--- config.mk ---
export PLATFORM = sky130hd
export DESIGN_NAME = tsflc_top
export DESIGN_NICKNAME = d
export VERILOG_FILES = /design/src/verilog/tsflc_pkg.sv /design/src/verilog/tsflc_tx_coder.sv /design/src/verilog/tsflc_rx_decoder.sv /design/src/verilog/tsflc_top.sv
export VERILOG_INCLUDE_DIRS = /design/src /design/src/verilog
export SDC_FILE = /design/constraint.sdc
export NUM_CORES = 1
export LEC_CHECK = 0
export ABC_AREA = 1
export CAP_MARGIN = 20
export CORE_MARGIN = 2
export CORE_UTILIZATION = 55
export CTS_CLUSTER_DIAMETER = 120
export DETAILED_ROUTE_END_ITERATION = 16
export DONT_BUFFER_PORTS = 1
export PLACE_DENSITY = 0.77
export SLEW_MARGIN = 5
export SYNTH_ARGS = -nofsm -noshare
export SYNTH_HDL_FRONTEND = slang
export SYNTH_HIERARCHICAL = 1
export SYNTH_SLANG_ARGS = --single-unit
--- constraint.sdc ---
create_clock -name core_clk -period 11.6 [get_ports core_clk]
set_input_delay 2.32 -clock core_clk [delete_from_list [all_inputs] [get_ports core_clk]]
set_output_delay 2.32 -clock core_clk [all_outputs]
set_load 0.01 [all_outputs]
--- src/verilog/tsflc_defines.svh ---
/*
 * Constants of the T1 superframe formatter and line coder: register
 * offsets, field positions, reset values, framing patterns and counts.
 * Assumes inclusion by bare name from the design files.
 */
`ifndef TSFLC_DEFINES_SVH
`define TSFLC_DEFINES_SVH

// ************************************************************
// Frame geometry
// ************************************************************
`define TSFLC_LAST_BIT 8'hc0
`define TSFLC_CH_LAST 3'h7
`define TSFLC_CH_B7 3'h6
`define TSFLC_SF_SHORT 5'h0c
`define TSFLC_SF_LONG 5'h18
`define TSFLC_TX_DELAY 8

// ************************************************************
// F-bit patterns, entry 0 in bit 0
// ************************************************************
`define TSFLC_FT_PAT 6'h15
`define TSFLC_FS_PAT 6'h1c
`define TSFLC_SEQ_PAT 6'h34

// ************************************************************
// Substitution word for a positive last mark, oldest in bit 7
// ************************************************************
`define TSFLC_B8_POS 8'h11
`define TSFLC_B8_NEG 8'h0a

// ************************************************************
// Register offsets, fields and reset values
// ************************************************************
`define TSFLC_REG_CTRL 4'h0
`define TSFLC_REG_CLEAR 4'h4
`define TSFLC_REG_STATUS 4'h8
`define TSFLC_REG_MASK 4'hc
`define TSFLC_CTRL_EXT 0
`define TSFLC_CTRL_STUFF 1
`define TSFLC_CTRL_B8ZS 2
`define TSFLC_CTRL_CRCSRC 3
`define TSFLC_CTRL_SIGLO 4
`define TSFLC_CTRL_SIGHI 5
`define TSFLC_CTRL_YEL 6
`define TSFLC_CTRL_RST 7'h00
`define TSFLC_CLEAR_RST 24'h00_0000
`define TSFLC_ST_CODE 0
`define TSFLC_ST_BPV 1
`define TSFLC_ST_SF 2
`define TSFLC_ST_RST 3'h0

`endif

--- src/verilog/tsflc_pkg.sv ---
/*
 * Types of the T1 superframe formatter and line coder.
 * Assumes nothing of its surroundings.
 */
package tsflc_pkg;
    typedef enum logic [1:0] {
        TSFLC_SIG_NONE,
        TSFLC_SIG_TWO,
        TSFLC_SIG_FOUR,
        TSFLC_SIG_SIXTEEN
    } tsflc_sig_mode_t;
endpackage

--- src/verilog/tsflc_tx_coder.sv ---
/*
 * Transmit bipolar coder: alternate mark inversion with optional
 * eight-zero substitution over an eight-bit look-ahead window.
 * Assumes one line bit per core_clk and an active-low reset released on core_clk.
 */
`timescale 1ns/1ps
`include "tsflc_defines.svh"
module tsflc_tx_coder (
    input wire logic core_clk,
    input wire logic rst_n,
    input wire logic bit_in,
    input wire logic b8zs_en,
    output logic line_pos,
    output logic line_neg
);
    logic [7:0] m_q;
    logic [7:0] fp_q;
    logic [7:0] fn_q;
    logic last_pos_q;
    logic sub_pol_q;
    logic pulse_p;
    logic pulse_n;
    logic last_pos_d;
    logic sub_load;

    // Forced symbols carry their own polarity; raw marks alternate
    assign pulse_p = fp_q[7] | (m_q[7] & ~last_pos_q); // [RQ12]
    assign pulse_n = fn_q[7] | (m_q[7] & last_pos_q); // [RQ12]
    // Polarity survives frames and code words alike
    assign last_pos_d = pulse_p ? 1'b1 : (pulse_n ? 1'b0 : last_pos_q); // [RQ19]
    assign sub_load = b8zs_en && ({m_q[6:0], bit_in} == 8'h00) && (fp_q[6:0] == 7'h00) && (fn_q[6:0] == 7'h00);

    always_ff @(posedge core_clk or negedge rst_n) begin
        if (!rst_n) begin
            m_q <= 8'h00;
            fp_q <= 8'h00;
            fn_q <= 8'h00;
        end else if (sub_load) begin
            m_q <= 8'h00;
            fp_q <= last_pos_d ? `TSFLC_B8_POS : `TSFLC_B8_NEG; // [RQ14]
            fn_q <= last_pos_d ? `TSFLC_B8_NEG : `TSFLC_B8_POS; // [RQ14]
        end else begin
            m_q <= {m_q[6:0], bit_in};
            fp_q <= {fp_q[6:0], 1'b0};
            fn_q <= {fn_q[6:0], 1'b0};
        end
    end

    always_ff @(posedge core_clk or negedge rst_n) begin
        if (!rst_n) begin
            last_pos_q <= 1'b0;
            sub_pol_q <= 1'b0;
            line_pos <= 1'b0;
            line_neg <= 1'b0;
        end else begin
            last_pos_q <= last_pos_d;
            if (sub_load) begin
                sub_pol_q <= last_pos_d;
            end
            line_pos <= pulse_p;
            line_neg <= pulse_n;
        end
    end
endmodule

--- src/verilog/tsflc_rx_decoder.sv ---
/*
 * Receive bipolar decoder: restores substitution words to zeros, flags
 * every word seen and reports other bipolar violations.
 * Assumes one line symbol per core_clk, never both rails at once.
 */
`timescale 1ns/1ps
`include "tsflc_defines.svh"
module tsflc_rx_decoder (
    input wire logic core_clk,
    input wire logic rst_n,
    input wire logic pos_in,
    input wire logic neg_in,
    input wire logic b8zs_en,
    output logic data_out,
    output logic bpv_out,
    output logic code_seen
);
    logic [7:0] p_q;
    logic [7:0] n_q;
    logic last_pos_q;
    logic last_pos_d;
    logic det;
    logic [7:0] p_sh;
    logic [7:0] n_sh;

    assign p_sh = {p_q[6:0], pos_in};
    assign n_sh = {n_q[6:0], neg_in};
    assign last_pos_d = p_q[7] ? 1'b1 : (n_q[7] ? 1'b0 : last_pos_q);
    // Detection runs whatever the enable says
    assign det = last_pos_d ? (p_sh == `TSFLC_B8_POS && n_sh == `TSFLC_B8_NEG)
                            : (p_sh == `TSFLC_B8_NEG && n_sh == `TSFLC_B8_POS);

    always_ff @(posedge core_clk or negedge rst_n) begin
        if (!rst_n) begin
            p_q <= 8'h00;
            n_q <= 8'h00;
        end else if (det && b8zs_en) begin
            // Wiping the word yields zeros and hides its violations
            p_q <= 8'h00; // [RQ16] [RQ15]
            n_q <= 8'h00;
        end else begin
            p_q <= p_sh;
            n_q <= n_sh;
        end
    end

    always_ff @(posedge core_clk or negedge rst_n) begin
        if (!rst_n) begin
            last_pos_q <= 1'b0;
            data_out <= 1'b0;
            bpv_out <= 1'b0;
            code_seen <= 1'b0;
        end else begin
            last_pos_q <= last_pos_d;
            data_out <= p_q[7] | n_q[7];
            bpv_out <= (p_q[7] & last_pos_q) | (n_q[7] & ~last_pos_q);
            code_seen <= det; // [RQ17]
        end
    end
endmodule

--- src/verilog/tsflc_top.sv ---
/*
 * T1 superframe formatter and line coder: frame and superframe timing,
 * F-bit sequencing, robbed-bit signaling, bit-7 stuffing, AMI and B8ZS
 * coding, receive substitution monitor, registers and interrupt.
 * Assumes one line bit per core_clk, inputs synchronous to core_clk, and
 * a register master that holds strobes for one cycle, never both at once.
 */
`timescale 1ns/1ps
`include "tsflc_defines.svh"

// Contract
// RQ1: Frame is one F-bit then 24 channels of 8 bits.
// RQ2: Superframe is 12 frames in twelve_frame_mode, 24 in extended_frame_mode.
// RQ3: Channel bits go and come most significant first.
// RQ4: Short mode F-bits: odd frames 1,0,1,0,1,0; even frames 0,0,1,1,1,0.
// RQ5: Extended mode: pattern bits 0,0,1,0,1,1 every fourth frame, link odd, check bits.
// RQ6: Outside party presents link bits on tx_link_data_input.
// RQ7: Check bits generated internally, or sampled from serial input when selected.
// RQ8: Short mode puts A in frame 6, B in frame 12, channel LSB.
// RQ9: Extended mode puts A,B in frames 6,12 and C,D in 18,24.
// RQ10: Two, four and sixteen state signaling, with timing markers out.
// RQ11: Clear channels keep bit 8 as data in signaling frames.
// RQ12: Marks alternate polarity; zeros send no pulse.
// RQ13: Stuffing forces bit 7 of an all-zero channel to one.
// RQ14: Eight zeros become 000+-0-+ or 000-+0+- after last mark.
// RQ15: Enabled substitution hides its two violations from the error monitor.
// RQ16: Enabled substitution restores received code words to eight zeros.
// RQ17: Received code words are always flagged in status.
// RQ18: Frame 12 signaling framing bit may carry yellow alarm.
// RQ19: Last mark polarity tracked across frames and code words.
module tsflc_top
    import tsflc_pkg::*;
(
    input wire logic core_clk,
    input wire logic rst_b,
    input wire logic [3:0] reg_addr,
    input wire logic [31:0] reg_wdata,
    input wire logic reg_wr,
    input wire logic reg_rd,
    output logic [31:0] reg_rdata,
    output logic irq,
    input wire logic tx_serial_data_in,
    input wire logic tx_link_data_input,
    input wire logic [3:0] tx_sig_abcd,
    output logic tx_pos,
    output logic tx_neg,
    output logic tx_superframe_marker,
    output logic tx_signaling_frame_marker,
    output logic tx_signaling_select,
    input wire logic rx_pos_in,
    input wire logic rx_neg_in,
    output logic rx_data_out,
    output logic rx_bpv
);
    // ************************************************************
    // Reset release
    // ************************************************************
    logic rst_s1_q;
    logic rst_n_q;

    always_ff @(posedge core_clk or negedge rst_b) begin
        if (!rst_b) begin
            rst_s1_q <= 1'b0;
            rst_n_q <= 1'b0;
        end else begin
            rst_s1_q <= 1'b1;
            rst_n_q <= rst_s1_q;
        end
    end

    // ************************************************************
    // Registers
    // ************************************************************
    logic [6:0] ctrl_q;
    logic [23:0] clear_q;
    logic [2:0] status_q;
    logic [2:0] status_d;
    logic [2:0] mask_q;
    logic [2:0] events;
    logic [2:0] clr_bits;
    logic ext_mode;
    logic stuff_en;
    logic b8zs_en;
    logic crc_ext;
    logic yel_en;
    tsflc_sig_mode_t sig_mode;
    logic rx_code_seen;
    logic sf_start;

    assign ext_mode = ctrl_q[`TSFLC_CTRL_EXT];
    assign stuff_en = ctrl_q[`TSFLC_CTRL_STUFF];
    assign b8zs_en = ctrl_q[`TSFLC_CTRL_B8ZS];
    assign crc_ext = ctrl_q[`TSFLC_CTRL_CRCSRC];
    assign yel_en = ctrl_q[`TSFLC_CTRL_YEL];
    assign sig_mode = tsflc_sig_mode_t'(ctrl_q[`TSFLC_CTRL_SIGHI:`TSFLC_CTRL_SIGLO]);

    always_ff @(posedge core_clk or negedge rst_n_q) begin
        if (!rst_n_q) begin
            ctrl_q <= `TSFLC_CTRL_RST;
        end else if (reg_wr && reg_addr == `TSFLC_REG_CTRL) begin
            ctrl_q <= reg_wdata[6:0];
        end
    end

    always_ff @(posedge core_clk or negedge rst_n_q) begin
        if (!rst_n_q) begin
            clear_q <= `TSFLC_CLEAR_RST;
        end else if (reg_wr && reg_addr == `TSFLC_REG_CLEAR) begin
            clear_q <= reg_wdata[23:0];
        end
    end

    always_ff @(posedge core_clk or negedge rst_n_q) begin
        if (!rst_n_q) begin
            mask_q <= `TSFLC_ST_RST;
        end else if (reg_wr && reg_addr == `TSFLC_REG_MASK) begin
            mask_q <= reg_wdata[2:0];
        end
    end

    // Write one to clear; an event in the same cycle wins
    assign clr_bits = (reg_wr && reg_addr == `TSFLC_REG_STATUS) ? reg_wdata[2:0] : 3'h0;
    assign status_d = (status_q & ~clr_bits) | events;

    always_ff @(posedge core_clk or negedge rst_n_q) begin
        if (!rst_n_q) begin
            status_q <= `TSFLC_ST_RST;
            irq <= 1'b0;
        end else begin
            status_q <= status_d;
            irq <= |(status_q & mask_q);
        end
    end

    always_ff @(posedge core_clk or negedge rst_n_q) begin
        if (!rst_n_q) begin
            reg_rdata <= 32'h0000_0000;
        end else if (reg_rd) begin
            case (reg_addr)
                `TSFLC_REG_CTRL: reg_rdata <= {25'h0, ctrl_q};
                `TSFLC_REG_CLEAR: reg_rdata <= {8'h0, clear_q};
                `TSFLC_REG_STATUS: reg_rdata <= {29'h0, status_q};
                `TSFLC_REG_MASK: reg_rdata <= {29'h0, mask_q};
                default: reg_rdata <= 32'h0000_0000;
            endcase
        end else begin
            reg_rdata <= 32'h0000_0000;
        end
    end

    // ************************************************************
    // Frame and superframe timing
    // ************************************************************
    logic [7:0] bit_q;
    logic [4:0] frame_q;
    logic [4:0] sf_len;
    logic [7:0] bm1;
    logic [2:0] ch_pos;
    logic [4:0] ch_idx;
    logic [4:0] fm1;
    logic f_time;
    logic frame_end;

    assign f_time = (bit_q == 8'h00);
    assign frame_end = (bit_q == `TSFLC_LAST_BIT);
    assign sf_len = ext_mode ? `TSFLC_SF_LONG : `TSFLC_SF_SHORT;
    assign bm1 = bit_q - 8'h01;
    assign ch_pos = bm1[2:0];
    assign ch_idx = bm1[7:3];
    assign fm1 = frame_q - 5'h01;
    assign sf_start = f_time && frame_q == 5'h01;

    always_ff @(posedge core_clk or negedge rst_n_q) begin
        if (!rst_n_q) begin
            bit_q <= 8'h00;
        end else if (frame_end) begin
            bit_q <= 8'h00; // [RQ1]
        end else begin
            bit_q <= bit_q + 8'h01;
        end
    end

    always_ff @(posedge core_clk or negedge rst_n_q) begin
        if (!rst_n_q) begin
            frame_q <= 5'h01;
        end else if (frame_end) begin
            // Greater-or-equal lets a mode switch mid-superframe recover
            frame_q <= (frame_q >= sf_len) ? 5'h01 : frame_q + 5'h01; // [RQ2]
        end
    end

    // ************************************************************
    // F-bit sequencing
    // ************************************************************
    logic [5:0] crc_q;
    logic [5:0] crc_last_q;
    logic f_bit;
    logic [2:0] idx_s;
    logic [2:0] idx_e;

    assign idx_s = fm1[3:1];
    assign idx_e = fm1[4:2];

    always_comb begin
        f_bit = tx_serial_data_in;
        if (!ext_mode) begin
            if (frame_q[0]) begin
                f_bit = 1'(`TSFLC_FT_PAT >> idx_s); // [RQ4]
            end else if (frame_q == `TSFLC_SF_SHORT && yel_en) begin
                f_bit = 1'b1; // [RQ18]
            end else begin
                f_bit = 1'(`TSFLC_FS_PAT >> idx_s); // [RQ4]
            end
        end else if (frame_q[1:0] == 2'h0) begin
            f_bit = 1'(`TSFLC_SEQ_PAT >> idx_e); // [RQ5]
        end else if (frame_q[0]) begin
            f_bit = tx_link_data_input; // [RQ5] [RQ6]
        end else if (!crc_ext) begin
            f_bit = crc_last_q[3'h5 - idx_e]; // [RQ7]
        end
    end

    // ************************************************************
    // Robbed-bit signaling and channel formatting
    // ************************************************************
    logic sig_frame;
    logic [1:0] sig_sel;
    logic sig_bit;
    logic sig_active;
    logic fmt_bit;

    always_comb begin
        sig_frame = 1'b0;
        sig_sel = 2'h0;
        case (frame_q)
            5'h06: sig_frame = 1'b1;
            5'h0c: begin
                sig_frame = 1'b1;
                sig_sel = 2'h1;
            end
            5'h12: begin
                sig_frame = ext_mode; // [RQ9]
                sig_sel = 2'h2;
            end
            5'h18: begin
                sig_frame = ext_mode;
                sig_sel = 2'h3;
            end
            default: sig_frame = 1'b0;
        endcase
    end

    always_comb begin
        case (sig_mode)
            TSFLC_SIG_TWO: sig_bit = tx_sig_abcd[3]; // [RQ10]
            TSFLC_SIG_FOUR: sig_bit = sig_sel[0] ? tx_sig_abcd[2] : tx_sig_abcd[3];
            TSFLC_SIG_SIXTEEN: sig_bit = tx_sig_abcd[2'h3 - sig_sel]; // [RQ8] [RQ9]
            default: sig_bit = 1'b0;
        endcase
    end

    // Bit 8 of non-clear channels only
    assign sig_active = sig_frame && sig_mode != TSFLC_SIG_NONE && !f_time
                        && ch_pos == `TSFLC_CH_LAST && !clear_q[ch_idx]; // [RQ11]
    assign fmt_bit = f_time ? f_bit : (sig_active ? sig_bit : tx_serial_data_in); // [RQ3]

    // ************************************************************
    // Eight-bit delay line with bit-7 stuffing
    // ************************************************************
    // The delay lets a whole channel be seen before its first bit leaves
    logic [7:0] dl_q;
    logic [7:0] dl_d;
    logic [7:0] ftag_q;
    logic [7:0] sftag_q;
    logic crc_in;
    logic [5:0] crc_step;

    always_comb begin
        dl_d = {dl_q[6:0], fmt_bit};
        if (stuff_en && !f_time && ch_pos == `TSFLC_CH_LAST && dl_d == 8'h00) begin
            dl_d[1] = 1'b1; // [RQ13]
        end
    end

    always_ff @(posedge core_clk or negedge rst_n_q) begin
        if (!rst_n_q) begin
            dl_q <= 8'h00;
            ftag_q <= 8'h00;
            sftag_q <= 8'h00;
        end else begin
            dl_q <= dl_d;
            ftag_q <= {ftag_q[6:0], f_time};
            sftag_q <= {sftag_q[6:0], sf_start};
        end
    end

    // Check bits cover the sent stream with F-bits taken as ones
    assign crc_in = ftag_q[7] | dl_q[7];
    assign crc_step = sftag_q[7] ? {4'h0, {2{crc_in}}} : {crc_q[4:0], 1'b0} ^ {4'h0, {2{crc_q[5] ^ crc_in}}};

    always_ff @(posedge core_clk or negedge rst_n_q) begin
        if (!rst_n_q) begin
            crc_q <= 6'h00;
            crc_last_q <= 6'h00;
        end else begin
            crc_q <= crc_step; // [RQ7]
            if (sftag_q[7]) begin
                crc_last_q <= crc_q;
            end
        end
    end

    // ************************************************************
    // Line coders and timing outputs
    // ************************************************************
    tsflc_tx_coder u_tx_coder (
        .core_clk(core_clk),
        .rst_n(rst_n_q),
        .bit_in(dl_q[7]),
        .b8zs_en(b8zs_en),
        .line_pos(tx_pos),
        .line_neg(tx_neg)
    );

    tsflc_rx_decoder u_rx_decoder (
        .core_clk(core_clk),
        .rst_n(rst_n_q),
        .pos_in(rx_pos_in),
        .neg_in(rx_neg_in),
        .b8zs_en(b8zs_en),
        .data_out(rx_data_out),
        .bpv_out(rx_bpv),
        .code_seen(rx_code_seen)
    );

    assign events = {sf_start, rx_bpv, rx_code_seen}; // [RQ17]

    always_ff @(posedge core_clk or negedge rst_n_q) begin
        if (!rst_n_q) begin
            tx_superframe_marker <= 1'b0;
            tx_signaling_frame_marker <= 1'b0;
            tx_signaling_select <= 1'b0;
        end else begin
            tx_superframe_marker <= frame_q == 5'h01;
            tx_signaling_frame_marker <= sig_frame; // [RQ10]
            tx_signaling_select <= sig_sel[0];
        end
    end
endmodule

# [Yosys cells after proc, flatten, opt, wreduce, memory -nomap -nowiden]
# Cells that the tools add are included.
[totals] ff_bits=171 inputBits=48 output_inout_bits=40 elab_cells=147
[op_classes] addsub=6 order_cmp=4 eq_ne=17 shifts=3 n_mux=38 n_bitwise=17 n_reduce_logical=32
[op_table] operator="$pmux W24 S4" n=1
[op_table] operator="$mux W8" n=6
[op_table] operator="$logic_not A8 Y1" n=3
[op_table] operator="$mux W24" n=1
[op_table] operator="$mux W5" n=4
[op_table] operator="$logic_and A1 B1 Y1" n=19
[op_table] operator="$mux W1" n=18
[op_table] operator="$eq A8 B4 Y1 const B" n=2
[op_table] operator="$eq A8 B5 Y1 const B" n=2
[op_table] operator="$logic_not A7 Y1" n=2
[op_table] operator="$eq A5 B5 Y1 const B" n=2
[op_table] operator="$shr A5 B3 Y1 const A" n=2
[op_table] operator="$add A8 B1 Y8 const B" n=1
[op_table] operator="$eq A4 B4 Y1 const B" n=2
[op_table] operator="$eq A8 B8 Y1 const B" n=1
[op_table] operator="$sub A8 B1 Y8 const B" n=1
[op_table] operator="$and A3 B3 Y3" n=2
[op_table] operator="$lt A5 B6 Y1 const B" n=1
[op_table] operator="$mux W6" n=1
[op_table] operator="$pmux W2 S3" n=1
[op_table] operator="$shr A6 B3 Y1 const A" n=1
[op_table] operator="$xor A6 B2 Y6" n=1
[op_table] operator="$add A5 B1 Y5 const B" n=1
[op_table] operator="$bmux W1 S5" n=1
[op_table] operator="other kinds (30)" n=41

# [Longest topological paths before layout]
[logic_depth] ltp_word=12 depth_mapped=17

# [Modules after synthesis]
# Netlist, hierarchy kept.
[modules_own_cells] mod="tsflc_top" instances=1 cells_per_inst=563 area_per_inst_um2=5132.4 seq_area_each_um2=2904.0
[modules_own_cells] mod="tsflc_tx_coder" instances=1 cells_per_inst=103 area_per_inst_um2=1027.2 seq_area_each_um2=675.6
[modules_own_cells] mod="tsflc_rx_decoder" instances=1 cells_per_inst=78 area_per_inst_um2=752.0 seq_area_each_um2=500.5

# [Worst setup path before layout]
# Ideal clock, no wire load.
[synth_timing] kind="input to register" start="in reg_addr[1]" end="reg clear_q[20]" setup_time_ps=133 arrival_ps=3294 required_ps=11467 setup_slack_ps=8173 path_stages=7 n_path_buf=1 cell_sequence="nor2_1 inv_1 nor3_2 nand2_1 clkbuf_1 nor2_1 a21oi_1"
[synth_via] elab_chain_len=2
[synth_lines] item="start, declared" line_no="tsflc_top.sv:36" text="input wire logic [3:0] reg_addr,"
[synth_lines] item="$eq A4 B3 Y1"
[synth_lines] item="$logic_and A1 B1 Y1 (no source line)"
[synth_lines] item="end signal, assigned" line_no="tsflc_top.sv:107" text="clear_q <= `TSFLC_CLEAR_RST;"
[synth_lines] item="end signal, assigned" line_no="tsflc_top.sv:109" text="clear_q <= reg_wdata[23:0];"
[synth_lines] item="end, declared" line_no="tsflc_top.sv:75" text="logic [23:0] clear_q;"
# No other way between the ends.
# A chain may end at the register's enable or synchronous reset.

# [Worst setup path after layout]
[layout_timing] start="in reg_addr[1]" end="reg reg_rdata[1]"
[layout_via] elab_chain_len=3 word_cells_on_any_way=6 classes_between="eq/ne (3); mux (2); reduce/logical (1)"
[layout_lines] item="$eq A4 B4 Y1, or another cell as far along" line_no="tsflc_top.sv:139" text="case (reg_addr)"
[layout_lines] item="$pmux W24 S4 *" line_no="tsflc_top.sv:139"
[layout_lines] item="$mux W24 *" line_no="tsflc_top.sv:138" text="end else if (reg_rd) begin"
[layout_lines] item="end signal, assigned" line_no="tsflc_top.sv:140" text="`TSFLC_REG_CTRL: reg_rdata <= {25'h0, ctrl_q};"
[layout_lines] item="end signal, assigned" line_no="tsflc_top.sv:141" text="`TSFLC_REG_CLEAR: reg_rdata <= {8'h0, clear_q};"
[layout_lines] item="end signal, assigned" line_no="tsflc_top.sv:142" text="`TSFLC_REG_STATUS: reg_rdata <= {29'h0, status_q};"
[layout_lines] item="end, declared" line_no="tsflc_top.sv:40" text="output logic [31:0] reg_rdata,"
# Every way passes the cells marked *; elsewhere a longest branch is shown, timed or not.

==> metrics.md <==
| Metric | Value |
|---|---|
| Vias in the first global route | `4778` |
| Syn Area/Cell | `9.29 sq um` |
| Post-synth top cells | `dfrtp_1 (162), nand2_1 (134), inv_1 (109)` |
| Post-Route WL | `roughly 14000 um` |
| Global-route wire length before repair | `22600 um` |
| ANT cells | `0` |
| Sequential share of the synthesized area | `about three fifths` |
| Worst vdd ir | `0.120 mV` |
| CTS sink cnt | `163` |
| CP peak stage delay | `roughly 450 ps` |
| Setup crit end kind | `flop` |
| Post-Syn Area | `0.00691 sq mm` |
| Die Area | `0.0135 sq mm` |
| Leak pwr | `3.82 nW` |
| Largest area contributor in the netlist | `dfrtp_1` |
| Total CTS buffers | `17` |
| Clk_skew | `7.67 ps` |
| Status | `completed` |
| Count leader, synth | `dfrtp_1` |
| Hold Vio Cnt, Final | `0` |
| Max-slew headroom | `36.4%` |
| Placed cell count | `875` |
| Placement Setup Slack | `a little under 8000 ps` |
| Postcts setup bufs | `0` |
| Core area | `about 0.012 sq mm` |
| CTS tree | `yes` |
| R2R setup slack | `a little over 9000 ps` |
| Share of the synthesized area in the top cell type | `roughly 60%` |
| HP Class | `flop to asynchronous set/reset pin` |
| Fin util | `62.4%` |
| Die extent in y | `between 100 and 150 um` |
| Critical path launch point type | `primary input` |
| Final WS setup | `8060 ps` |
| Number of flops mapped to enable cells by yosys | `0` |
| Pre-antenna DRT Iters | `6` |
| Root buf cell | `clkbuf_16` |
| Synthesis-to-layout area growth | `9.74%` |
| CTS HTree Levels | `4` |
| Critical path class | `primary input to flop` |
| Ys async rst share | `100%` |
| IO Port Bufs | `0` |
| Crit share post-route | `between 30% and 40%` |
| Routed len/inst | `14.9 um` |
| Non-Filler Instances | `between 900 and 1000` |
| Final setup viols | `0` |
| Io pins | `88` |
| Reg2Reg Depth | `14` |
| Unique masters post-synth | `46` |
| Total Power | `between 1 and 1.5 mW` |
| Largest net degree at the start of global routing | `83` |
| Achievable Freq | `~280 MHz` |
| Net count, final | `786` |
| Setup tns final | `0 ps` |
| Initial core utilization | `between 50% and 60%` |
| Mapped Cells | `744` |
| Max clock buf depth | `2` |
| RSZ-0062 raised after global routing | `no` |
| # rows | `40` |
| Slowest cell on the critical path | `inv_1` |
| Worst-path cell chain | `nor2_1 -> inv_1 -> nor3_2 -> inv_1 -> o2bb2ai_1 -> a221oi_1 -> nor2_1` |
| Slew Limit Fails | `0` |
| Worst EP required | `11930 ps` |
| Area contributors post-synth | `dfrtp_1 (59%), nand2_1 (7.3%), inv_1 (5.9%), nor2_1 (3.9%), o21ai_0 (3.3%)` |
| Initial antenna violation count | `0` |
| Pwr per Cell Area | `173 mW/mm^2` |
| DRC violations left | `0` |
| Max-cap violations | `0` |
| Highest net fanout along the worst path | `20` |
| Antenna viol nets, final | `0` |
| Global route overflow | `0` |
| Die W | `116 um` |
| CTS Hold Buffers Added | `0` |
| Top delay family on crit path | `simple AND/OR/NAND/NOR gates` |
| CP bufs+invs | `2` |
| Synth Register Bits | `163` |
| DRT iter0 DRCs | `around 310` |
| RePlAce Congestion | `roughly 0.95` |
| Top FF cell, synth | `dfrtp_1` |
| WP data arrival | `roughly 3900 ps` |
| Yosys Warn Count | `6` |
| Clk_lat worst skew | `420 ps` |
| DPL Wire Length | `9450 um` |
| Tmin final | `3540 ps` |
| Share of post-route cells with drive strength above 1 | `10.0%` |
| Clock Pin Slew Worst Setup and Hold Paths | `60 ps` |
| CTS resizes | `0` |
| Slew @ Worst Pin | `953 ps` |
| All-layer global routing usage | `21.9%` |
| CP Depth | `7` |
| Via count | `roughly 4800` |
| Routed vias/inst | `5.29` |
[metal layers]
metal | global-route usage [%] | part of all wire (%)
met5 | 0 | 0
met4 | 9.68 | 3.0
met3 | 5.97 | 5.2
met2 | 35.2 | 50
met1 | 28.1 | 42
[cells in the final DEF, fill, tap and decap left out, types with 5 or more instances in the layout]
cell	instances
nor3_1	24
a21oi_1	34
ha_1	11
nor2_1	72
inv_1	109
nand3_1	42
nand2_1	134
conb_1	9
dfrtp_1	161
o21ai_0	45
mux2_2	6
clkbuf_8	5
clkbuf_16	17
[metrics by stage]
step | instance area [sq um] | hold slack [ps]
floorplan | 6940 | 331
global placement | 6960 | 331
detailed placement | 6960 | 336
CTS | 7560 | 349
global route | 7580 | 205
finish | 7580 | 181
[kinds of logic (layout without fill, tap and decap cells)]
logic type	Yosys count	after routing	share of synthesized area (%)
adder cells (fa/ha/maj)	11	11	1.99
other	2	9	0.109
flip-flops	163	163	59.0
XOR/XNOR	6	6	0.978
multiplexers	6	6	0.977
AO/OA/AOI/OAI	94	94	7.44
AND/OR/NAND/NOR	301	301	20.1
buffers and inverters	161	150	9.34
[area by class of cell]
cell class | instances | area, sq um
clock buffer | 24 | 502
fill | 991 | 4580
tap | 168 | 210
sequential | 163 | 4080
timing repair buffer | 4 | 50.0
clock inverter | 8 | 98.8
inverter | 114 | 428
multi-input combinational | 427 | 2210
[power breakdown]
part | switching (mW) | internal, mW | total (mW)
clock | 0.211 | 0.345 | 0.556
sequential | 0.0355 | 0.617 | 0.653
combinational | 0.0673 | 0.0347 | 0.102
total | 0.314 | 0.997 | 1.31
[sequential cells by signal, summed over array words and instances (netlist names), 7 cells and up]
register / count
clear_q: 24
reg_rdata: 24
bit_q: 8
dl_q: 8
ftag_q: 8
sftag_q: 8
u_rx_decoder/n_q: 8
u_rx_decoder/p_q: 8
u_tx_coder/fn_q: 8
u_tx_coder/fp_q: 8
u_tx_coder/m_q: 8
ctrl_q: 7
[worst reg2reg max path, cell delays in order (launching register included)]
cell and delay, ps:
dfstp_2 590, inv_1 160, ha_1 270, nand2_1 70
nand2_1 180, o21ai_0 270, nand2_1 80, nand3_1 90
nand3_1 70, o21ai_0 90, o21ai_1 80, nand2_1 60
nand2_1 50, nand2_1 50, nand2_1 50
[path summary, 6_finish.rpt]
check                            start      endpoint
min in group core_clk       sftag_q[2]    sftag_q[3]
min                            rst_n_q    sftag_q[1]
max reg2reg                 frame_q[0]       dl_q[0]
max in group asynchronous        rst_b       rst_n_q
min reg2reg                    rst_n_q    sftag_q[1]
max                        reg_addr[1]  reg_rdata[1]
Note: power is estimated with default switching activity, not from simulation.
